===== config.mk =====
export PLATFORM = sky130hd
export DESIGN_NAME = spfg_top
export DESIGN_NICKNAME = d
export VERILOG_FILES = /design/src/spfg_pkg.sv /design/src/spfg_sect.sv /design/src/spfg_lock.sv /design/src/spfg_top.sv
export SDC_FILE = /design/constraint.sdc
export NUM_CORES = 1
export LEC_CHECK = 0
export BUFFER_PORTS_ARGS = -buffer_cell sky130_fd_sc_hd__buf_2
export CAP_MARGIN = 10
export CORE_MARGIN = 1.5
export CORE_UTILIZATION = 40
export DETAILED_ROUTE_END_ITERATION = 6
export PLACE_DENSITY = 0.68
export SLEW_MARGIN = 10
export SYNTH_ARGS = -nofsm -noshare
export SYNTH_HDL_FRONTEND = slang
export SYNTH_SLANG_ARGS = --single-unit

===== constraint.sdc =====
create_clock -name clk_sys -period 3 [get_ports clk_sys]
set_input_delay 0.3 -clock clk_sys [delete_from_list [all_inputs] [get_ports clk_sys]]
set_output_delay 0.3 -clock clk_sys [all_outputs]
set_load 0.02 [all_outputs]

===== src/spfg_pkg.sv =====
// Constants, encodings and carrier types for the self-programming flash guard.
// Assumes a word-addressed program flash behind one system clock domain.
// Functional notes
// - Programming starts only for store commands executed from the boot section.
// - Boot-section stores may target any flash word, limited only by locks.
// - Boot size fuses place the application/boot boundary.
// - Programming a concurrent-read page leaves the core running in stalling section.
// - Programming a stalling-section page halts the core for the whole operation.
// - The boot section always lies wholly inside the stalling section.
// - Busy flag reads one while the concurrent-read section is blocked.
// - Busy flag stays set after programming until software clears it.
// - Writing the read-enable command clears busy and reopens concurrent reads.
// - Two independent two-bit lock fields, application and boot.
// - Lock bits get programmed by software or programmer, cleared by chip erase.
// - General memory lock levels do not affect software stores or loads.
// - Application field mode 1 allows stores and loads to application freely.
// - Application low bit programmed blocks stores to the application section.
// - Application high bit programmed blocks boot-executed loads of application.
// - Application modes 3/4, vectors in boot: no interrupts while in application.
// - Boot field mode 1 allows stores and loads to boot freely.
// - Boot low bit programmed blocks stores to the boot section.
// - Boot high bit programmed blocks application-executed loads of boot.
// - Boot modes 3/4, vectors in application: no interrupts while in boot.
package spfg_pkg;
    // Flash geometry in words
    localparam int ADDR_W = 13;
    localparam logic [ADDR_W-1:0] STALL_START = 13'h1C00;
    // Boot section start per boot size fuse value
    localparam logic [ADDR_W-1:0] BOOT_START_SZ0 = 13'h1C00;
    localparam logic [ADDR_W-1:0] BOOT_START_SZ1 = 13'h1E00;
    localparam logic [ADDR_W-1:0] BOOT_START_SZ2 = 13'h1F00;
    localparam logic [ADDR_W-1:0] BOOT_START_SZ3 = 13'h1F80;
    // Lock data field positions in a lock-set request
    localparam int LOCK_APP_LO = 0;
    localparam int LOCK_APP_HI = 1;
    localparam int LOCK_BOOT_LO = 2;
    localparam int LOCK_BOOT_HI = 3;
    // Unprogrammed lock bits read as one
    localparam logic [1:0] LOCK_UNPROG = 2'h3;

    // Store-program command kinds
    typedef enum logic [2:0] {
        SPM_FILL = 3'h0,
        SPM_ERASE = 3'h1,
        SPM_WRITE = 3'h2,
        SPM_LOCK_SET = 3'h3,
        SPM_READ_EN = 3'h4
    } spfg_spm_kind_t;

    // One store-program request from the core
    typedef struct packed {
        logic valid;
        spfg_spm_kind_t kind;
        logic [ADDR_W-1:0] addr;
        logic [3:0] lock_data;
    } spfg_spm_req_t;

    // One program-memory load request from the core
    typedef struct packed {
        logic valid;
        logic [ADDR_W-1:0] addr;
    } spfg_lpm_req_t;

    // A two-bit lock field, zero means programmed
    typedef struct packed {
        logic high_bit;
        logic low_bit;
    } spfg_lock_t;

    // Programming sequencer states
    typedef enum logic [1:0] {
        ST_IDLE = 2'h0,
        ST_PROG_CONC = 2'h1,
        ST_PROG_STALL = 2'h2
    } spfg_state_t;
endpackage


===== src/spfg_sect.sv =====
// Section decoder: maps a word address onto boot and stalling sections.
// Purely combinational; the caller registers whatever it drives out.
`timescale 1ns/1ns
`default_nettype none
module spfg_sect
    import spfg_pkg::*;
(
    // Fuse setting
    input wire logic [1:0] boot_size_fuses,
    // Address under test
    input wire logic [ADDR_W-1:0] addr,
    // Section membership
    output logic in_boot,
    output logic in_stall
);
    logic [ADDR_W-1:0] boot_start;

    // Boundary from fuses, clamped so boot never leaves the stalling part
    always_comb begin
        case (boot_size_fuses)
            2'h0: boot_start = BOOT_START_SZ0;
            2'h1: boot_start = BOOT_START_SZ1;
            2'h2: boot_start = BOOT_START_SZ2;
            default: boot_start = BOOT_START_SZ3;
        endcase
        if (boot_start < STALL_START) begin
            boot_start = STALL_START;
        end
        in_boot = (addr >= boot_start);
        in_stall = (addr >= STALL_START);
    end
endmodule
`default_nettype wire


===== src/spfg_lock.sv =====
// Lock field store for the application and boot sections.
// Nonvolatile contents arrive on nv_lock_bits and are taken while in reset.
`timescale 1ns/1ns
`default_nettype none
module spfg_lock
    import spfg_pkg::*;
(
    // Clock and reset
    input wire logic clk_sys,
    input wire logic sys_rst,
    // Stored lock image, loaded during reset
    input wire logic [3:0] nv_lock_bits,
    // Software lock-set request
    input wire logic sw_set,
    input wire logic [3:0] sw_data,
    // Serial or parallel programmer
    input wire logic ext_set,
    input wire logic [3:0] ext_data,
    input wire logic chip_erase,
    // Current fields
    output spfg_lock_t app_lock_field,
    output spfg_lock_t boot_lock_field
);
    typedef struct packed {
        spfg_lock_t app;
        spfg_lock_t boot;
    } spfg_lock_st_t;

    spfg_lock_st_t st_r;
    spfg_lock_st_t st_nxt;
    logic [3:0] clr_mask;

    // Bits only move toward programmed; erase or the reset image load moves them back
    always_comb begin
        st_nxt = st_r;
        clr_mask = 4'hF;
        if (sw_set) begin
            clr_mask = clr_mask & sw_data;
        end
        if (ext_set) begin
            clr_mask = clr_mask & ext_data;
        end
        st_nxt.app.low_bit = st_r.app.low_bit & clr_mask[LOCK_APP_LO];
        st_nxt.app.high_bit = st_r.app.high_bit & clr_mask[LOCK_APP_HI];
        st_nxt.boot.low_bit = st_r.boot.low_bit & clr_mask[LOCK_BOOT_LO];
        st_nxt.boot.high_bit = st_r.boot.high_bit & clr_mask[LOCK_BOOT_HI];
        if (chip_erase) begin
            st_nxt.app = LOCK_UNPROG;
            st_nxt.boot = LOCK_UNPROG;
        end
        if (sys_rst) begin
            st_nxt.app = nv_lock_bits[LOCK_APP_HI:LOCK_APP_LO];
            st_nxt.boot = nv_lock_bits[LOCK_BOOT_HI:LOCK_BOOT_LO];
        end
    end

    // Synchronous reset, so the stored image may be taken at reset
    always_ff @(posedge clk_sys) begin
        st_r <= st_nxt;
    end

    assign app_lock_field = st_r.app;
    assign boot_lock_field = st_r.boot;
endmodule
`default_nettype wire


===== src/spfg_top.sv =====
// Self-programming flash guard: decides which store-program and load
// requests reach the flash, sequences erase and write cycles, halts the
// core or blocks concurrent reads while a cycle runs.
// Assumes the core and the flash timer run on clk_sys; no pin inputs.
`timescale 1ns/1ns
`default_nettype none
module spfg_top
    import spfg_pkg::*;
(
    // Clock and reset
    input wire logic clk_sys,
    input wire logic sys_rst,
    // Fuses and stored locks
    input wire logic [1:0] boot_size_fuses,
    input wire logic [3:0] nv_lock_bits,
    input wire logic ivec_in_boot,
    // External programmer
    input wire logic ext_lock_set,
    input wire logic [3:0] ext_lock_data,
    input wire logic chip_erase,
    // Core side
    input wire logic [ADDR_W-1:0] exec_pc,
    input wire spfg_spm_req_t spm_req,
    input wire spfg_lpm_req_t lpm_req,
    // Flash array side
    input wire logic flash_done,
    output logic flash_start,
    output logic flash_write,
    output logic [ADDR_W-1:0] flash_addr,
    output logic buf_fill,
    output logic buf_clear,
    // Answers to the core
    output logic spm_refused,
    output logic lpm_grant,
    output logic lpm_deny,
    output logic core_halt,
    output logic int_block,
    // Status
    output logic concurrent_read_busy_flag,
    output logic [1:0] app_lock_out,
    output logic [1:0] boot_lock_out
);
    // Whole module state
    typedef struct packed {
        spfg_state_t state;
        logic busy;
        logic halt;
        logic start;
        logic write;
        logic [ADDR_W-1:0] addr;
        logic fill;
        logic clear;
        logic refused;
        logic grant;
        logic deny;
        logic int_blk;
        logic [1:0] app_lk;
        logic [1:0] boot_lk;
    } spfg_top_st_t;

    spfg_top_st_t st_r;
    spfg_top_st_t st_nxt;

    spfg_lock_t app_lock_field;
    spfg_lock_t boot_lock_field;
    logic pc_in_boot;
    logic spm_in_boot;
    logic spm_in_stall;
    logic lpm_in_boot;
    logic lpm_in_stall;
    logic sw_lock_set;
    logic spm_lock_ok;
    logic spm_ok;
    logic lpm_lock_ok;
    logic lpm_conc_hit;

    // Section lookups for the executing PC and both target addresses
    spfg_sect u_sect_pc (
        .boot_size_fuses(boot_size_fuses),
        .addr(exec_pc),
        .in_boot(pc_in_boot),
        .in_stall()
    );

    spfg_sect u_sect_spm (
        .boot_size_fuses(boot_size_fuses),
        .addr(spm_req.addr),
        .in_boot(spm_in_boot),
        .in_stall(spm_in_stall)
    );

    spfg_sect u_sect_lpm (
        .boot_size_fuses(boot_size_fuses),
        .addr(lpm_req.addr),
        .in_boot(lpm_in_boot),
        .in_stall(lpm_in_stall)
    );

    // Lock fields, written by software only through an accepted lock-set
    spfg_lock u_lock (
        .clk_sys(clk_sys),
        .sys_rst(sys_rst),
        .nv_lock_bits(nv_lock_bits),
        .sw_set(sw_lock_set),
        .sw_data(spm_req.lock_data),
        .ext_set(ext_lock_set),
        .ext_data(ext_lock_data),
        .chip_erase(chip_erase),
        .app_lock_field(app_lock_field),
        .boot_lock_field(boot_lock_field)
    );

    // Store checks; general memory locks have no input here at all
    always_comb begin
        // Any target allowed from boot, filtered by the target's field
        if (spm_in_boot) begin
            spm_lock_ok = boot_lock_field.low_bit;
        end else begin
            spm_lock_ok = app_lock_field.low_bit;
        end
        // Only boot-resident code may issue commands at all
        spm_ok = spm_req.valid && pc_in_boot && (st_r.state == ST_IDLE);
        sw_lock_set = spm_ok && (spm_req.kind == SPM_LOCK_SET);
    end

    // Load checks: crossing reads gated by the far section's high bit
    always_comb begin
        lpm_lock_ok = 1'b1;
        if (pc_in_boot && !lpm_in_boot) begin
            lpm_lock_ok = app_lock_field.high_bit;
        end
        if (!pc_in_boot && lpm_in_boot) begin
            lpm_lock_ok = boot_lock_field.high_bit;
        end
        // Reads of the blocked section are answered with a refusal
        lpm_conc_hit = st_r.busy && !lpm_in_stall;
    end

    // Next state
    always_comb begin
        st_nxt = st_r;
        st_nxt.start = 1'b0;
        st_nxt.fill = 1'b0;
        st_nxt.clear = 1'b0;
        st_nxt.refused = 1'b0;
        st_nxt.grant = 1'b0;
        st_nxt.deny = 1'b0;
        st_nxt.app_lk = app_lock_field;
        st_nxt.boot_lk = boot_lock_field;

        // Interrupts off while executing in a section locked against vectors
        st_nxt.int_blk = (!app_lock_field.high_bit && ivec_in_boot && !pc_in_boot)
            || (!boot_lock_field.high_bit && !ivec_in_boot && pc_in_boot);

        // Load answers, one cycle after the request
        if (lpm_req.valid) begin
            if (lpm_lock_ok && !lpm_conc_hit) begin
                st_nxt.grant = 1'b1;
            end else begin
                st_nxt.deny = 1'b1;
            end
        end

        case (st_r.state)
            ST_IDLE: begin
                if (spm_req.valid && !spm_ok) begin
                    st_nxt.refused = 1'b1;
                end else if (spm_ok) begin
                    case (spm_req.kind)
                        SPM_ERASE, SPM_WRITE: begin
                            if (spm_lock_ok) begin
                                st_nxt.start = 1'b1;
                                st_nxt.write = (spm_req.kind == SPM_WRITE);
                                st_nxt.addr = spm_req.addr;
                                // Concurrent section is unreadable during any cycle
                                st_nxt.busy = 1'b1;
                                if (spm_in_stall) begin
                                    st_nxt.state = ST_PROG_STALL;
                                    st_nxt.halt = 1'b1;
                                end else begin
                                    st_nxt.state = ST_PROG_CONC;
                                end
                            end else begin
                                st_nxt.refused = 1'b1;
                            end
                        end
                        SPM_FILL: begin
                            st_nxt.fill = 1'b1;
                        end
                        SPM_READ_EN: begin
                            // Clearing is only possible once the cycle is over
                            st_nxt.busy = 1'b0;
                            st_nxt.clear = 1'b1;
                        end
                        SPM_LOCK_SET: begin
                            st_nxt.refused = 1'b0;
                        end
                        default: begin
                            st_nxt.refused = 1'b1;
                        end
                    endcase
                end
            end
            ST_PROG_CONC: begin
                // Core keeps running from the stalling section
                if (spm_req.valid) begin
                    st_nxt.refused = 1'b1;
                end
                if (flash_done) begin
                    st_nxt.state = ST_IDLE;
                end
            end
            ST_PROG_STALL: begin
                if (spm_req.valid) begin
                    st_nxt.refused = 1'b1;
                end
                if (flash_done) begin
                    st_nxt.state = ST_IDLE;
                    st_nxt.halt = 1'b0;
                end
            end
            default: begin
                st_nxt.state = ST_IDLE;
                st_nxt.halt = 1'b0;
            end
        endcase

        if (sys_rst) begin
            st_nxt.state = ST_IDLE;
            st_nxt.busy = 1'b0;
            st_nxt.halt = 1'b0;
            st_nxt.start = 1'b0;
            st_nxt.write = 1'b0;
            st_nxt.addr = '0;
            st_nxt.fill = 1'b0;
            st_nxt.clear = 1'b0;
            st_nxt.refused = 1'b0;
            st_nxt.grant = 1'b0;
            st_nxt.deny = 1'b0;
            st_nxt.int_blk = 1'b0;
            st_nxt.app_lk = LOCK_UNPROG;
            st_nxt.boot_lk = LOCK_UNPROG;
        end
    end

    // Single state register, synchronous reset folded into the next state
    always_ff @(posedge clk_sys) begin
        st_r <= st_nxt;
    end

    // Outputs straight from the state register
    assign flash_start = st_r.start;
    assign flash_write = st_r.write;
    assign flash_addr = st_r.addr;
    assign buf_fill = st_r.fill;
    assign buf_clear = st_r.clear;
    assign spm_refused = st_r.refused;
    assign lpm_grant = st_r.grant;
    assign lpm_deny = st_r.deny;
    assign core_halt = st_r.halt;
    assign int_block = st_r.int_blk;
    assign concurrent_read_busy_flag = st_r.busy;
    assign app_lock_out = st_r.app_lk;
    assign boot_lock_out = st_r.boot_lk;
endmodule
`default_nettype wire


; Word-level counts from Yosys, hierarchy flattened
; Index checks and enable logic that the tools add are counted.
[word_totals]
mem_bits_rw = 0
inputBits = 64
mem_bits_ro = 0
out_inout_bits = 27
memories = 0
register_bits = 33
elab_cells = 116
latchBits = 0
[classes]
eq_ne = 16
reduce_logical = 35
n_mul = 0
n_mux = 30
div = 0
n_shift = 0
magnitude_cmp = 6
addsub = 0
bitwise = 11
[ops]
columns = operator, count
row1 = greater-or-equal comparator 13 bit, 3
row2 = one-hot mux 10 bit (3 select lines), 1
row3 = greater-or-equal comparator 13 bit (second input constant), 2
row4 = 2-to-1 mux 22 bit, 1
row5 = 2-to-1 mux 21 bit, 1
row6 = 2-to-1 mux 19 bit, 1
row7 = 2-to-1 mux 16 bit, 1
row8 = 2-to-1 mux 4 bit, 4
row9 = AND reduction 5 bit, 3
row10 = less-than comparator 13 bit (second input constant), 1
row11 = logical AND 1 bit, 12
row12 = 2-to-1 mux 1 bit, 12
row13 = inequality test 2 bit (second input constant), 6
row14 = 2-to-1 mux 10 bit, 1
row15 = zero test 1 bit, 8
row16 = AND reduction 7 bit, 1
row17 = == test 3 x 2 -> 1 bit (second input constant), 2
row18 = 2-to-1 mux 2 bit, 3
row19 = inverter 1 bit, 6
row20 = one-hot mux 1 bit (2 select lines), 3
row21 = OR reduction 2 bit, 3
row22 = OR reduction 5 bit, 1
row23 = bitwise AND 1 bit, 4
row24 = bitwise AND 4 bit, 1
row25 = 13 further kinds, 17

; Depth between registers and ports, before layout
[depth]
word_depth = 14
mapped_depth = 10
depth_no_buf = 8

; Cells and area by module
; A second synthesis with hierarchy kept.
[unflattened]
hier_cells = 212
hier_area_um2 = 1964.4
[modules_own_cells]
columns = module, n_inst, cells_each, area_each_um2, seq_area_each_um2
row1 = spfg_top, 1, 138, 1330.0, 580.6
row2 = spfg_sect, 3, 16, 111.4, 0.0
row3 = spfg_lock, 1, 26, 300.3, 80.1

; Worst setup path after synthesis
; OpenSTA, ideal clock, no wires.
[synth_timing]
path_type = in2reg
startpoint = input boot_size_fuses[1]
endpoint = register st_r (netlist bit flash_addr[0])
setup_slack_ps = 470
arrival_ps = 2403
stages = 9
path_buffers = 1
path_cell_list = nor2_1 ha_1 a21oi_1 nand2_1 a221o_1 a2111oi_4 buf_6 mux2i_1 nor2_1
[synth_via]
elab_chain_cells = 11
word_cells_on_any_way = 15
cone_classes = order compare (3) / eq/ne (2) / mux (3) / bitwise (1) / reduce/logical (6)
[synth_rtl]
columns = element, line_no
row1 = "start, declared", spfg_top.sv:14  ; input wire logic [1:0] boot_size_fuses,
row2 = == test 2 bit (tied with other cells), spfg_sect.sv:20  ; case (boot_size_fuses)
row3 = one-hot mux 10 bit (3 select lines) (*), spfg_sect.sv:20
row4 = less-than comparator 13 bit, spfg_sect.sv:26  ; if (boot_start < STALL_START) begin
row5 = 2-to-1 mux 10 bit (*), spfg_sect.sv:26
row6 = greater-or-equal comparator 13 bit, spfg_sect.sv:29  ; in_boot = (addr >= boot_start);
row7 = logical AND 1 bit (2 in series), spfg_top.sv:122  ; spm_ok = spm_req.valid && pc_in_boot && (st_r.state == ST_IDLE);
row8 = zero test 1 bit, spfg_top.sv:166  ; if (spm_req.valid && !spm_ok) begin
row9 = logical AND 1 bit, spfg_top.sv:166
row10 = inverter 1 bit (no source line), n/a
row11 = AND reduction 5 bit (no source line) (*), n/a
row12 = "end signal, assigned", spfg_top.sv:248  ; st_r <= st_nxt;
row13 = "end, declared", spfg_top.sv:61  ; spfg_top_st_t st_r;
; Every way passes the cells marked *; elsewhere a longest branch is shown, timed or not.
; A chain may end at the register's enable or synchronous reset.

; Worst setup path in the final report
; Same ends and word-level chain as after synthesis.

==> impl_metrics.ini <==
[timing]
setup_ws_ps = 611
tightest_slew_ps = 619
rsz0062_at_grt = false
maxSlewHeadroom = 0.577
setup_viol = 0
setup-tns-final_ps = 0
finalClockSkew_ps = 11.1
slew_violations = 0
clock.fmax_mhz = 419
min_period_over_period = 0.796
period_minus_slack_ps = 2390
hold_viol = 0

[global_routing]
antenna_found_initial = 0
grt_pass1_wl_um = 7070
grt_max_degree = 38
grt.overflow.total = 0
grt_use_total = 0.172
grt_pass1_vias = 1600

[floorplan]
rows = 25
initial_core_util = 0.413
coreArea_mm2 = 0.00466
dieArea_mm2 = 0.00523
die_w_um = 72.3
die_h_um = 72.3
ios = 91

[yosys]
yosys.area.top_type = dfxtp_1
synth_mux_area_frac = 0.0781
synth_edf_count = 0
synthSimpleGateAreaFrac = 0.260
synth_xor_area_frac = 0.00455
synth_compound_area_frac = 0.124
synth.distinct_cells = 46
synth_fa_ha_area_frac = 0.0846
yosys-top-cells-area = dfxtp_1, ha_1, mux2i_1, buf_4, nor2_1
syn_nets = 290
yosysWarnings = 0
synth_top_family_by_area = simple AND/OR/NAND/NOR gates
synth.yosys.seq_area_share = 0.344
synth_top_area_share = 0.344
ys_async_sr_fraction = 0
post-synth-top-count-cell = dfxtp_1
ys_ff_latch = 33
synth_commonest_cells = dfxtp_1, nor2_1, buf_4
synth_ff_type = dfxtp_1
post_synth.cell_area_avg_um2 = 9.03
synthCells = 213
synth_area_mm2 = 0.00192

[worst_setup_path]
crit_arrival_ps = 2540
r2r-end = flash_addr[0]$_SDFFE_PP0P_
crit_end = flash_addr[0]$_SDFFE_PP0P_
cp-end-kind = flip-flop
required_ps = 3150
crit_slowest_cell = a221o_1
critPathMaxFanout = 9
path_cells = buf_2 -> nor2_1 -> ha_1 -> a21oi_1 -> nand2_1 -> a221o_1 -> a2111oi_4 -> buf_4 -> mux2i_1 -> nor2_1
critPathLaunchType = input pin
worstSetupPathType = in2reg
startpoint = boot_size_fuses[1]
reg2reg_slack_ps = 1010
reg2reg_depth = 8
timing.rr.start = st_r[28]$_SDFFE_PP0P_
cpPeakStageDelay_ps = 460
crit_path_frequent_cell = nor2_1

[pwr]
comb_power_share = 0.161
peakVddDrop_uv = 227
power.total_uw = 943
p_switching_uw = 262
pwr-share-seq = 0.485
power_density_mw_per_mm2 = 397
clockPowerShare = 0.354
internal_power_uw = 681
power.share.switching = 0.278
p_leak_uw = 0.00109

[hold_path]
min-delay-path-class = in2reg
holdPathStages = 3

[clock_tree]
htree_num_levels = 2
clock_latency_ps = 290
cts_tree = yes
cts_sinks = 33
ctsResizeCount = 0
cts_root_buf = clkbuf_8
postCtsSetupBuffers = 0
hold_buffers = 0
cts_buffers = 5
clockBufferDepth = 2
clkTransAtPathRegs_ps = 70

[place]
port_buffers = 90
dp_hpwl_um = 3400
gp_congestion = 0.752
postPlaceCellArea_mm2 = 0.00229
pre_cts_ws_ps = 286

[finish]
fin_area_mm2 = 0.00238
drive_gt1_frac = 0.389
n_antenna_cell = 0
areaGrowthSynthToFinish_pct = 23.6
post-route-util = 0.510
finalNetCount = 364

[detailed_routing]
ant_nets = 0
drc_errors = 0
drt_iter0_markers = 110
routedWlPerCell_um = 12.7
vias_per_cell = 4.96
wl_um = 4330
drt_pass1_iterations = 4
vias = 1696

[flow_run]
maxCapViolCount = 0

[run_status]
status = completed
[state kept, by name, indices dropped and copies added, names as in the netlist]
name                       cells
u_lock.app_lock_field          2
buf_clear                      1
buf_fill                       1
st_r                           2
core_halt                      1
int_block                      1
app_lock_out                   2
flash_write                    1
flash_start                    1
flash_addr                    13
spm_refused                    1
concurrent_read_busy_flag      1
u_lock.boot_lock_field         2
boot_lock_out                  2
lpm_deny                       1
lpm_grant                      1
[power groups by stage]
stage	clock network, uW	registers, uW	logic (uW)
4_1_cts	343	458	153
5_1_grt	365	459	170
3_3_place_gp	0	468	150
3_5_place_dp	0	468	152
2_1_floorplan	0	469	88.4
6_report	334	458	152
[per-layer routing]
metal	GRT usage	up-vias	wire length, um
met3	0.0417	6	209
li1	-	883	-
met5	0	-	0
met1	0.213	756	2010
met4	0.0503	0	48
met2	0.295	51	2060
[logic make-up (layout without fill, tap and decap cells)]
logic type                 after synthesis  in the layout
AOI/OAI and AO/OA                       29             29
xor gates and xnor gates                 1              1
adders and majority gates               13             13
buffers and inverters                   35            110
DFF                                     33             33
muxes                                   15             15
and+or+nand+nor                         87             87
[worst max-delay path: cells and delay by family]
| kind | cells | cell delay, ps |
|---|---|---|
| and+or+nand+nor | 3 | 360 |
| buffers and inverters | 2 | 370 |
| muxes | 1 | 200 |
| adders and majority gates | 1 | 290 |
| AOI/OAI and AO/OA | 3 | 1000 |
[how the worst min path moves through the flow]
stage	startpoint	end	slack, ps
3_5_place_dp	u_lock.app_lock_field[0]$_DFF_P_	app_lock_out[0]$_SDFF_PP1_	440
2_1_floorplan	u_lock.app_lock_field[0]$_DFF_P_	app_lock_out[0]$_SDFF_PP1_	420
4_1_cts	nv_lock_bits[0]	u_lock.app_lock_field[0]$_DFF_P_	220
5_1_grt	nv_lock_bits[0]	u_lock.app_lock_field[0]$_DFF_P_	230
3_3_place_gp	u_lock.app_lock_field[0]$_DFF_P_	app_lock_out[0]$_SDFF_PP1_	420
6_report	nv_lock_bits[0]	u_lock.app_lock_field[0]$_DFF_P_	230
[per-stage QoR]
step | hold slack, ps | instances
global placement | 425 | 334
detailed placement | 437 | 334
global route | 227 | 342
CTS | 222 | 342
floorplan | 417 | 213
finish | 225 | 342
[cell usage in the layout, fill, tap and decap left out, drive strengths merged, types with 2 or more instances in the layout]
| master | count |
|---|---|
| or4b | 2 |
| clkbuf | 5 |
| clkinv | 2 |
| buf | 92 |
| or2 | 6 |
| a21oi | 7 |
| ha | 13 |
| nand2b | 7 |
| inv | 10 |
| nand3 | 3 |
| o21ai | 5 |
| nand2 | 10 |
| and2 | 2 |
| a2111oi | 5 |
| dfxtp | 33 |
| nor2b | 6 |
| nand3b | 4 |
| a211oi | 2 |
| nor2 | 27 |
| nor4 | 6 |
| nor3 | 2 |
| or4 | 2 |
| a31oi | 2 |
| nor4b | 4 |
| mux2i | 15 |
[area by class of cell]
| cell class | instances | area [um2] |
|---|---|---|
| sequential | 33 | 661 |
| fill | 445 | 2280 |
| tap | 54 | 67.6 |
| timing repair buffer | 92 | 465 |
| clock buffer | 5 | 68.8 |
| multi-input combinational | 145 | 1060 |
| inverter | 10 | 37.5 |
| clock inverter | 3 | 17.5 |
Note: power is estimated with default switching activity, not from simulation.
